`src/hw/irl_params.svh`:
```
// Timing and field constants of the infrared obstacle and packet link
`ifndef IRL_PARAMS_SVH
`define IRL_PARAMS_SVH
`define IRL_CLK_HZ          40000000
`define IRL_HALFBIT_NS      889
`define IRL_HALFBIT_CYC     ((`IRL_HALFBIT_NS * 40) / 1000)
`define IRL_CARRIER_HZ      36000
`define IRL_CARRIER_CYC     (`IRL_CLK_HZ / `IRL_CARRIER_HZ)
`define IRL_PKT_MS          20
`define IRL_PKT_CYC         (`IRL_PKT_MS * (`IRL_CLK_HZ / 1000))
`define IRL_GAP_MS          5
`define IRL_GAP_CYC         (`IRL_GAP_MS * (`IRL_CLK_HZ / 1000))
`define IRL_PULSE_US        1000
`define IRL_PULSE_CYC       (`IRL_PULSE_US * (`IRL_CLK_HZ / 1000000))
`define IRL_BURST_US        200
`define IRL_BURST_CYC       (`IRL_BURST_US * (`IRL_CLK_HZ / 1000000))
`define IRL_START_MS        300
`define IRL_START_CYC       (`IRL_START_MS * (`IRL_CLK_HZ / 1000))
`define IRL_FLASH_MS        250
`define IRL_FLASH_CYC       (`IRL_FLASH_MS * (`IRL_CLK_HZ / 1000))
`define IRL_NBITS           14
`define IRL_TOGGLE_POS      7
`define IRL_HITS_NEED       3
`endif

```
`src/hw/irl_pkg.sv`:
```
// Types of the infrared obstacle and packet link
package irl_pkg;
    typedef enum logic [1:0] {
        PWR_OFF = 2'h0,
        PWR_SHORT = 2'h1,
        PWR_MEDIUM = 2'h2,
        PWR_LONG = 2'h3
    } irl_power_t;

    typedef enum logic [3:0] {
        S_SENSE = 4'h1,
        S_RX    = 4'h2,
        S_TX    = 4'h4,
        S_GAP   = 4'h8
    } irl_sched_t;

    typedef struct packed {
        logic [4:0] address;
        logic       toggle;
        logic [5:0] keyCode;
    } irl_packet_t;

    typedef struct packed {
        irl_sched_t  sched;
        logic [31:0] timer;
        logic [31:0] carrier;
        logic [3:0]  bitIdx;
        logic        halfSel;
        logic [13:0] shift;
        logic        sideRight;
        logic [1:0]  hitL;
        logic [1:0]  hitR;
        logic        sawEcho;
        logic        obstacleLeft;
        logic        obstacleRight;
        logic        obstacleChange;
        logic        rxValid;
        irl_packet_t rxPacket;
        logic        txBusy;
        irl_packet_t txPacket;
        logic [2:0]  rxSync;
        logic        rxPrev;
        logic        motorStop;
        logic [31:0] motorTimer;
        logic [31:0] flashTimer;
        logic        flash;
    } irl_state_t;
endpackage

```
`src/hw/irl_link.sv`:
```
// Infrared obstacle sensing, packet send/receive and sensor supply gating
`timescale 1ns/100ps
`default_nettype none
`include "irl_params.svh"

module irl_link
    import irl_pkg::*;
#(
    parameter int PKT_CYC   = `IRL_PKT_CYC,
    parameter int GAP_CYC   = `IRL_GAP_CYC,
    parameter int PULSE_CYC = `IRL_PULSE_CYC,
    parameter int BURST_CYC = `IRL_BURST_CYC,
    parameter int START_CYC = `IRL_START_CYC,
    parameter int FLASH_CYC = `IRL_FLASH_CYC
) (
    input  wire logic        clk,
    input  wire logic        rstn,
    input  wire irl_power_t  emitterPower,
    input  wire logic        sensorSupplyOnReq,
    input  wire logic        sensorSupplyOffReq,
    input  wire logic        sendReq,
    input  wire logic [7:0]  sendAddress,
    input  wire logic [5:0]  sendData,
    input  wire logic        irReceiveIn,
    input  wire logic        motorRunReq,
    output logic             sendBusy,
    output logic             irPacketOut,
    output logic             emitterLeft,
    output logic             emitterRight,
    output logic [1:0]       emitterLevel,
    output logic             obstacleLeft,
    output logic             obstacleRight,
    output logic             obstacleChange,
    output logic             rxValid,
    output irl_packet_t      rxPacket,
    output logic             sensorSupply,
    output logic             motorEnable,
    output logic [3:0]       redLeds
);
    localparam int HALF_CYC = `IRL_HALFBIT_CYC;
    localparam int CAR_CYC  = `IRL_CARRIER_CYC;
    localparam int NBITS    = `IRL_NBITS;
    localparam int ECHO_CYC = 3 * BURST_CYC;

    irl_state_t st_r;
    irl_state_t st_nxt;
    logic       supply_r;
    logic       rxLevel;
    logic       rxStable;
    logic       carrierOn;
    logic       txLevel;
    logic       emitting;
    logic       echoWin;

    // ****************************************
    // Receiver input conditioning, carrier phase, transmit level and echo window
    // ****************************************
    assign rxLevel   = ~st_r.rxSync[2];
    assign rxStable  = st_r.rxSync[1] == st_r.rxSync[2];
    assign carrierOn = st_r.carrier < 32'(CAR_CYC / 2);
    assign txLevel   = st_r.shift[NBITS - 1] ^ ~st_r.halfSel;
    assign emitting  = supply_r && emitterPower != PWR_OFF;
    assign echoWin   = emitting && st_r.timer < 32'(ECHO_CYC);

    // ****************************************
    // Next state
    // ****************************************
    always_comb begin
        st_nxt = st_r;
        st_nxt.rxSync = {st_r.rxSync[1:0], irReceiveIn};
        st_nxt.obstacleChange = 1'b0;
        st_nxt.rxValid = 1'b0;
        st_nxt.carrier = (st_r.carrier + 32'd1 >= 32'(CAR_CYC)) ? 32'd0 : st_r.carrier + 32'd1;
        st_nxt.timer = st_r.timer + 32'd1;
        if (rxStable) begin
            st_nxt.rxPrev = rxLevel;
        end
        if (sendReq && !st_r.txBusy) begin
            st_nxt.txBusy = 1'b1;
            st_nxt.txPacket.toggle  = sendAddress[`IRL_TOGGLE_POS];
            st_nxt.txPacket.address = sendAddress[4:0];
            st_nxt.txPacket.keyCode = sendData;
        end
        unique case (st_r.sched)
            S_SENSE: begin
                if (rxStable && rxLevel && !echoWin) begin
                    st_nxt.sched  = S_RX;
                    st_nxt.timer  = 32'd0;
                    st_nxt.bitIdx = 4'd0;
                    st_nxt.shift  = 14'h0000;
                end else if (st_r.txBusy) begin
                    st_nxt.sched   = S_TX;
                    st_nxt.timer   = 32'd0;
                    st_nxt.carrier = 32'd0;
                    st_nxt.bitIdx  = 4'd0;
                    st_nxt.halfSel = 1'b0;
                    st_nxt.shift   = {2'h3, st_r.txPacket.toggle, st_r.txPacket.address,
                                      st_r.txPacket.keyCode};
                end else if (st_r.timer + 32'd1 >= 32'(PULSE_CYC)) begin
                    st_nxt.timer = 32'd0;
                    st_nxt.carrier = 32'd0;
                    st_nxt.sideRight = ~st_r.sideRight;
                    if (st_r.sideRight) begin
                        st_nxt.hitR = st_r.sawEcho ? ((st_r.hitR == 2'h3) ? 2'h3 : st_r.hitR + 2'h1) : 2'h0;
                        st_nxt.obstacleRight = st_r.sawEcho && (st_r.hitR >= 2'(`IRL_HITS_NEED - 1));
                    end else begin
                        st_nxt.hitL = st_r.sawEcho ? ((st_r.hitL == 2'h3) ? 2'h3 : st_r.hitL + 2'h1) : 2'h0;
                        st_nxt.obstacleLeft = st_r.sawEcho && (st_r.hitL >= 2'(`IRL_HITS_NEED - 1));
                    end
                    st_nxt.sawEcho = 1'b0;
                end else if (echoWin && rxStable && rxLevel) begin
                    st_nxt.sawEcho = 1'b1;
                end
            end
            S_RX: begin
                // Sample at three quarters of each bit, mid second half
                if (rxStable && rxLevel != st_r.rxPrev && st_r.timer > 32'(HALF_CYC + HALF_CYC / 2)) begin
                    st_nxt.timer = 32'd0;
                end
                if (st_r.timer == 32'(HALF_CYC / 2)) begin
                    st_nxt.shift  = {st_r.shift[12:0], rxLevel};
                    st_nxt.bitIdx = st_r.bitIdx + 4'd1;
                end
                if (st_r.timer > 32'(4 * HALF_CYC)) begin
                    st_nxt.sched = S_GAP;
                    st_nxt.timer = 32'd0;
                end else if (st_r.bitIdx == 4'(NBITS)) begin
                    st_nxt.sched = S_GAP;
                    st_nxt.timer = 32'd0;
                    if (st_r.shift[13:12] == 2'h3) begin
                        st_nxt.rxValid  = 1'b1;
                        st_nxt.rxPacket.toggle  = st_r.shift[11];
                        st_nxt.rxPacket.address = st_r.shift[10:6];
                        st_nxt.rxPacket.keyCode = st_r.shift[5:0];
                    end
                end
            end
            S_TX: begin
                if (st_r.timer + 32'd1 >= 32'(HALF_CYC)) begin
                    st_nxt.timer = 32'd0;
                    st_nxt.halfSel = ~st_r.halfSel;
                    if (st_r.halfSel) begin
                        st_nxt.shift  = {st_r.shift[12:0], 1'b0};
                        st_nxt.bitIdx = st_r.bitIdx + 4'd1;
                        if (st_r.bitIdx == 4'(NBITS - 1)) begin
                            st_nxt.sched = S_GAP;
                            st_nxt.txBusy = 1'b0;
                        end
                    end
                end
            end
            S_GAP: begin
                if (st_r.timer + 32'd1 >= 32'(GAP_CYC + PKT_CYC - NBITS * 2 * HALF_CYC)) begin
                    st_nxt.sched = S_SENSE;
                    st_nxt.timer = 32'd0;
                    st_nxt.carrier = 32'd0;
                end
            end
            default: begin
                st_nxt.sched = S_SENSE;
            end
        endcase
        if (st_nxt.obstacleLeft != st_r.obstacleLeft || st_nxt.obstacleRight != st_r.obstacleRight) begin
            st_nxt.obstacleChange = 1'b1;
        end
        // Motor guard when supply is off
        if (!motorRunReq) begin
            st_nxt.motorTimer = 32'd0;
            st_nxt.motorStop  = 1'b0;
        end else if (!supply_r && !st_r.motorStop) begin
            st_nxt.motorTimer = st_r.motorTimer + 32'd1;
            if (st_r.motorTimer + 32'd1 >= 32'(START_CYC)) begin
                st_nxt.motorStop = 1'b1;
            end
        end
        if (st_r.motorStop) begin
            st_nxt.flashTimer = st_r.flashTimer + 32'd1;
            if (st_r.flashTimer + 32'd1 >= 32'(FLASH_CYC)) begin
                st_nxt.flashTimer = 32'd0;
                st_nxt.flash = ~st_r.flash;
            end
        end else begin
            st_nxt.flash = 1'b0;
            st_nxt.flashTimer = 32'd0;
        end
    end

    // ****************************************
    // Registers
    // ****************************************
    always_ff @(posedge clk or negedge rstn) begin
        if (!rstn) begin
            st_r <= '0;
            st_r.sched <= S_SENSE;
            st_r.rxSync <= 3'h7;
        end else begin
            st_r <= st_nxt;
        end
    end

    always_ff @(posedge clk or negedge rstn) begin
        if (!rstn) begin
            supply_r <= 1'b0;
        end else if (sensorSupplyOnReq) begin
            supply_r <= 1'b1;
        end else if (sensorSupplyOffReq) begin
            supply_r <= 1'b0;
        end
    end

    // ****************************************
    // Outputs
    // ****************************************
    assign sendBusy       = st_r.txBusy;
    assign irPacketOut    = st_r.sched == S_TX && txLevel && carrierOn;
    assign emitterLeft    = st_r.sched == S_SENSE && supply_r && emitterPower != PWR_OFF
                            && !st_r.sideRight && st_r.timer < 32'(BURST_CYC) && carrierOn;
    assign emitterRight   = st_r.sched == S_SENSE && supply_r && emitterPower != PWR_OFF
                            && st_r.sideRight && st_r.timer < 32'(BURST_CYC) && carrierOn;
    assign emitterLevel   = emitterPower;
    assign obstacleLeft   = st_r.obstacleLeft;
    assign obstacleRight  = st_r.obstacleRight;
    assign obstacleChange = st_r.obstacleChange;
    assign rxValid        = st_r.rxValid;
    assign rxPacket       = st_r.rxPacket;
    assign sensorSupply   = supply_r;
    assign motorEnable    = motorRunReq && !st_r.motorStop;
    assign redLeds        = {4{st_r.flash}};
endmodule
`default_nettype wire

```
`config.mk`:
```
export PLATFORM = sky130hd
export DESIGN_NAME = irl_link
export DESIGN_NICKNAME = d
export VERILOG_FILES = /design/src/hw/irl_pkg.sv /design/src/hw/irl_link.sv
export VERILOG_INCLUDE_DIRS = /design/src /design/src/hw
export SDC_FILE = /design/constraint.sdc
export NUM_CORES = 1
export LEC_CHECK = 0
export ABC_CLOCK_PERIOD_IN_PS = 3000
export BUFFER_PORTS_ARGS = -buffer_cell sky130_fd_sc_hd__clkbuf_2
export CORE_MARGIN = 3
export CORE_UTILIZATION = 32
export CTS_BUF_LIST = sky130_fd_sc_hd__clkbuf_4 sky130_fd_sc_hd__clkbuf_8
export CTS_CLUSTER_DIAMETER = 150
export DETAILED_ROUTE_END_ITERATION = 10
export PLACE_DENSITY = 0.46
export SETUP_SLACK_MARGIN = 0.02
export SLEW_MARGIN = 15
export SYNTH_ARGS = -nofsm -noshare
export SYNTH_HDL_FRONTEND = slang
export SYNTH_SLANG_ARGS = --single-unit
```
`constraint.sdc`:
```
create_clock -name clk -period 3 [get_ports clk]
set_clock_uncertainty 0.15 [all_clocks]
set_input_delay 0.6 -clock clk [delete_from_list [all_inputs] [get_ports clk]]
set_output_delay 0.6 -clock clk [all_outputs]
set_load 0.005 [all_outputs]
```
==> metrics, run 1 <==
DRT Wirelength=31.1 mm; Setup CP Type=reg -> out; Async SR Flop Fraction=100%; Worst-Margin Slew=556 ps; crit path cell chain=or3_4, nor4_4, and4_1, nand3_2, a21oi_2, buf_4, nand4_1, nor2_1, buf_2; Initial Utilization=32.6%; cell taking the most area after synthesis=dfrtp_1; Clock Tree Buf Depth=2; clk root buf=clkbuf_8; register area share after synthesis=41.5%; Final ANT Viol Nets=0; total grt overflow=0; first-pass GRT wire length=52.3 mm; Hold Fails Final Rpt=0; Yosys top cell area share=40.6%; met2 WL=14.0 mm; cell total after placement=1936; Fmax=0.319 GHz; Rel. slew slack=62.6%; CP Capture Type=primary output; DRT iter0 DRCs=502; top post-synthesis cells by area=dfrtp_1 (41%), nand2_1 (4.8%), xnor2_1 (3.8%), nor2_1 (3.7%), nand4_1 (3.3%); initial antenna violation count=0; Yosys reg bits=193; io pins=51; Synth Cell Area=11600 um2; Post-Syn Area per Cell=9.05 um2; H-tree Lvls=4; Slew Viols, Final=0; DR WL/cell=15.7 um; Die Span X=197 um; Ys Warns=0; DP Worst Slack=-295 ps; DR pass1 iterations=5; status=finished with violations; Adder-Cell Fraction of Synth Area=1.50%; TritonCTS clock tree=built; largest family of logic cells by synthesized area=simple AND/OR/NAND/NOR gates; startpoint types=flip-flop; P_leak=6.21 nW; final net count=1549; CP max FO=2; area grow syn2layout=25.4%; met3 routed WL=918 um; DRC violations left=0; Synth Area in XOR/XNOR=7.15%; # diodes=0; die area=38700 um2; min setup slack post-route=-138 ps; Req. time, crit path=2250 ps; simple-gate area share of the yosys netlist=28.9%; vias after detailed routing=9972; routed vias/inst=5.02; PwrDens=454 nW/um2; Max Used Layer=met4; largest net degree at the start of global routing=55; hpwl dp=22.8 mm; HP Class=in -> reg; Distinct cells, synth=88; CTS Buf Count=17; Tcrit/Tclk final=105%; violated checks=setup timing; post-synthesis compound-gate area fraction=11.2%; mux share of post-synthesis cell area=4.49%; DIE HEIGHT=197 um; max cap viols=0; RSZ-0062 raised after global routing=true; number of global-route vias before repair=9985; final setup fails=56; Post-Layout Cell Count=1986; Synth Instances=1287; Clk pin slew, worst setup/hold paths=100 ps; # rows=69; core area=35700 um2; CP arrival=2390 ps; Max VDD drop=0.000348 V; slowest cell on the critical path=dfrtp_1; gr usage total=16.5%; Reg2Reg Setup Slack=-90 ps; critical path's largest stage delay=410 ps; clk_lat worst skew=500 ps; # clock sinks=193; gpl congestion=0.829; IO buf count=48; Synth Flop Type=dfrtp_1; DRT met1 WL=15.8 mm; FILL cells=3644; Post-synth EDFFs=0; final core occ=40.9%; minimum clock period=3140 ps; layout cell share with drive strength beyond 1=27.6%
-- layer usage --
metal | track usage (%) | vias up
met3 | 2.68 | 37
li1 | - | 5034
met1 | 23.7 | 4765
met4 | 4.67 | 0
met5 | 0 | -
met2 | 26.0 | 136
-- Yosys cell counts, drive strengths merged, types with 5 or more instances --
cell	count
and3	30
xor2	44
or3	13
mux2	34
nor3b	8
o22ai	7
o211ai	9
nand2	150
a31oi	9
buf	50
nor3	65
o31ai	6
xnor2	51
and2	18
nor2b	6
nand4	64
nand2b	10
inv	31
mux2i	14
ha	14
nor2	126
a2bb2oi	5
nand3	58
o21ai	53
nor4	43
clkbuf	39
dfrtp	189
nor4b	6
or2	7
a2111oi	8
a211oi	9
and4	11
a21o	6
a21oi	29
-- path summary, 6_finish.rpt --
path | end | depth (start not counted) | startpoint
max | emitterRight | 9 | st_r[149]
min | sensorSupply | 2 | sensorSupplyOnReq
max reg2reg | st_r[190] | 13 | st_r[156]
min reg2reg | st_nxt[69] | 0 | st_nxt[68]
max in group asynchronous | st_r[54] | 3 | rstn
min in group asynchronous | st_r[159] | 2 | rstn
-- flip-flops by register name, summed over array words and instances, names as in the netlist --
name / flops
redLeds: 1
st_r: 172
obstacleLeft: 1
obstacleChange: 1
rxPacket: 12
sendBusy: 1
sensorSupply: 1
st_nxt: 2
rxValid: 1
obstacleRight: 1
-- cells in the final DEF, fill, tap and decap left out, drive strengths merged, types with 5 or more instances in the layout --
| master | count |
|---|---|
| nand3 | 58 |
| a2111oi | 8 |
| ha | 14 |
| a211oi | 9 |
| nor4b | 6 |
| dfrtp | 189 |
| nand4 | 64 |
| a31oi | 9 |
| nor2 | 126 |
| nor4 | 43 |
| nand2 | 150 |
| xor2 | 44 |
| a2bb2oi | 5 |
| mux2i | 14 |
| nor3b | 8 |
| o211ai | 9 |
| o22ai | 7 |
| buf | 219 |
| and2 | 18 |
| a21oi | 29 |
| nand2b | 10 |
| clkbuf | 67 |
| and3 | 30 |
| xnor2 | 51 |
| and4 | 11 |
| or3 | 13 |
| or2 | 7 |
| o21ai | 53 |
| conb | 29 |
| nor2b | 6 |
| o31ai | 6 |
| nor3 | 65 |
| mux2 | 34 |
| a21o | 6 |
| inv | 37 |
-- report_power, final --
group          leakage (nW)  switching [W]  internal (W)
clock network         0.228        0.00103      0.000938
logic                  3.45       0.000910      0.000785
registers              2.53       0.000176       0.00280
total                  6.21        0.00211       0.00452
-- through the flow --
step                      total power, W  setup TNS [ps]  area, um2  hold WS [ps]
after CTS                        0.00671           -5920      14300          88.5
after detailed placement         0.00456           -7820      13700           200
after global placement           0.00455           -8680      13700           203
final                            0.00663           -2480      14600           137
after global routing             0.00702          -13340      14600           130
after floorplan                  0.00392               0      11800           154
-- timing repair --
item,4_1_cts,5_1_grt
pin swaps,3,5
resized for setup,25,41
hold buffers,2,0
endpoints found under the hold margin,45,0
buffers inserted,6,8
setup endpoints to repair,78,114
cloned,1,1
-- logic make-up after synthesis --
family | count (synthesis)
AO/OA/AOI/OAI | 185
multiplexers | 48
buffers and inverters | 121
other | 1
XOR/XNOR | 95
adder cells (fa/ha/maj) | 14
AND/OR/NAND/NOR | 630
flip-flops | 193
-- layout make-up --
type	instances	area [um2]	area share, %
inverters	32	120	0.822
clock inverters	11	164	1.12
flip-flops and latches	193	4840	33.1
clock buffers	21	289	1.98
repair buffers	267	2000	13.7
well taps	461	577	3.95
multi-input cells	1001	6620	45.3
-- critical path: cells and delay by family (launching register included) --
| kind | cells | cell delay (ps) |
|---|---|---|
| AOI/OAI and AO/OA | 1 | 120 |
| buffers and inverters | 2 | 250 |
| DFF | 1 | 410 |
| and+or+nand+nor | 6 | 1120 |
(Power assumes the default switching activity.)
==> inputs of run 2 (changes only) <==
==> constraint.sdc (replaced) <==
create_clock -name clk -period 3 [get_ports clk]
set_clock_uncertainty 0.15 [all_clocks]
set_input_delay 0.3 -clock clk [delete_from_list [all_inputs] [get_ports clk]]
set_output_delay 0.3 -clock clk [all_outputs]
set_load 0.005 [all_outputs]
==> run 2 against run 1 <==
  * The run still ends with setup timing left
  * Cell count rose by 1.7%
  * Utilization rose by 3.9 points
  * Non-clock buffer count rose by 34
==> metrics, run 2 (synthesis results as in run 1) <==
status=finished with violations; violated checks=setup timing; DP Worst Slack=-285 ps (+9.49 ps); final hold slack=195 ps (+57.7 ps); Max Used Layer=met4; CP startpoint=st_r[171]; Max VDD drop=0.000357 V (+2.9%); clk root buf=clkbuf_8; io pins=51 (unchanged); max cap viols=0 (unchanged); startpoint types=flip-flop; DRT iter0 DRCs=481 (-4.2%); Initial Utilization=32.6% (unchanged); DRC violations left=0 (unchanged); Clock Tree Buf Depth=2 (unchanged); Fmax=0.328 GHz (+2.9%); DR WL/cell=16.2 um (+3.4%); initial antenna violation count=0 (unchanged); Rel. slew slack=33.5% (-29 points); H-tree Lvls=4 (unchanged); Req. time, crit path=3250 ps (+1000 ps); Die Span X=197 um (unchanged); Reg2Reg Setup Slack=-50 ps (+40 ps); Slew Viols, Final=0 (unchanged); FF-to-FF End=st_r[121]; area grow syn2layout=37.4%; P_leak=6.70 nW (+8.0%); # diodes=0 (unchanged); Reg-to-Reg Start=st_r[171]; minimum clock period=3050 ps (-87.3 ps); combinational share of power=34.3% (+8.7 points); CP Capture Type=flip-flop; DRT met1 WL=16.3 mm (+3.3%); total grt overflow=0 (unchanged); Clk pwr share=25.7% (-3.9 points); met3 routed WL=785 um (-14%); met2 WL=15.3 mm (+9.3%); TritonCTS clock tree=built; NetSw=0.00248 W (+17%); commonest non-fill, non-tap cell in the layout=buf_4; clk_lat worst skew=500 ps (about the same); cell total after placement=1927 (-0.46%); min setup slack post-route=-51.0 ps (+87.3 ps); Setup CP Type=reg -> reg; Final ANT Viol Nets=0 (unchanged); # rows=69 (unchanged); layout cell share with drive strength beyond 1=35.3% (+7.7 points); gr usage total=16.7% (+0.16 points); crit path to=st_r[121]; Reg power frac=40.0% (-4.8 points); Clk pin slew, worst setup/hold paths=110 ps (about the same); final setup fails=16 (-71%); Tcrit/Tclk final=102% (-2.9 points); number of global-route vias before repair=10100 (+1.2%); Post-Layout Cell Count=2020 (+1.7%); most frequent cells in the layout=buf_4 (198), dfrtp_1 (184), nand2_1 (146); max reg flops=172 (unchanged); Reg with most FFs=st_r; CP arrival=3300 ps (+910 ps); Int Pwr=0.00502 W (+11%); DR pass1 iterations=5 (unchanged); HP Class=in -> async; FF-to-FF path depth=10 (-3); core area=35700 um2 (unchanged); # clock sinks=193 (unchanged); final net count=1583 (+2.2%); hpwl dp=22.6 mm (-0.57%); largest net degree at the start of global routing=65 (+18%); die area=38700 um2 (unchanged); DRT Wirelength=32.7 mm (+5.2%); Setup TNS=-476 ps (+2000 ps); first-pass GRT wire length=52.9 mm (+1.2%); routed vias/inst=5.09 (+1.5%); RSZ-0062 raised after global routing=true; Switching Share=33.0% (+1.2 points); IO buf count=48 (unchanged); Hold Fails Final Rpt=0 (unchanged); gpl congestion=0.860 (+3.7%); DIE HEIGHT=197 um (unchanged); CP max FO=8 (+6); PwrDens=469 nW/um2 (+3.3%); CTS Buf Count=17 (unchanged); vias after detailed routing=10300 (+3.2%); Worst-Margin Slew=991 ps (+435 ps)
run 2: worst min-delay path by stage:
stage / endpoint / from
after floorplan: obstacleChange / rstn
after global placement: st_r[158] / rstn
after detailed placement: st_r[158] / rstn
after CTS: st_r[158] / rstn
after global routing: st_r[158] / rstn
final: st_r[158] / rstn
run 2: area by class of cell:
cell class / count / area, um2
Inverter: 32 / 123
Timing Repair Buffer: 301 / 2500
Clock inverter: 15 / 199
Multi-Input combinational cell: 1001 / 7520
Tap cell: 461 / 577
Fill cell: 3467 / 19800
Clock buffer: 17 / 234
Sequential cell: 193 / 4840
run 2: power by group through the flow:
stage	clock network, W	logic [W]	registers [W]
5_1_grt	0.00211	0.00277	0.00303
3_3_place_gp	0	0.00161	0.00302
4_1_cts	0.00201	0.00206	0.00299
3_5_place_dp	0	0.00162	0.00303
2_1_floorplan	0	0.000953	0.00296
6_report	0.00193	0.00258	0.00300
run 2: worst max-delay path, cell delays in order (launching register included):
cell and delay, ps:
dfrtp_2 440, nand3_2 80, or4_4 540, o31ai_2 190
nand3_1 140, a2111oi_4 400, buf_4 190, nand3_4 70
o21ai_4 230, clkbuf_16 210, mux2_4 300
run 2: through the flow:
step           utilization (%)  cell area, um2  power (W)
5_1_grt                   44.7           16000    0.00791
6_report                  44.7           16000    0.00750
3_3_place_gp              38.2           13700    0.00463
3_5_place_dp              38.2           13700    0.00465
2_1_floorplan                -           11800    0.00392
4_1_cts                   41.7           14900    0.00706
run 2: per-layer routing:
layer  up-vias  global-route usage [%]
met2       113                    26.7
li1       5105                       -
met1      5045                    23.9
met5         -                       0
met4         0                    4.14
met3        28                    2.53
run 2: what timing repair did:
action,CTS,global route
pin swaps,18,55
setup endpoints to repair,83,102
hold buffers,18,0
gates cloned,2,7
gates resized for setup,85,190
endpoints found under the hold margin,69,0
buffers inserted,20,20
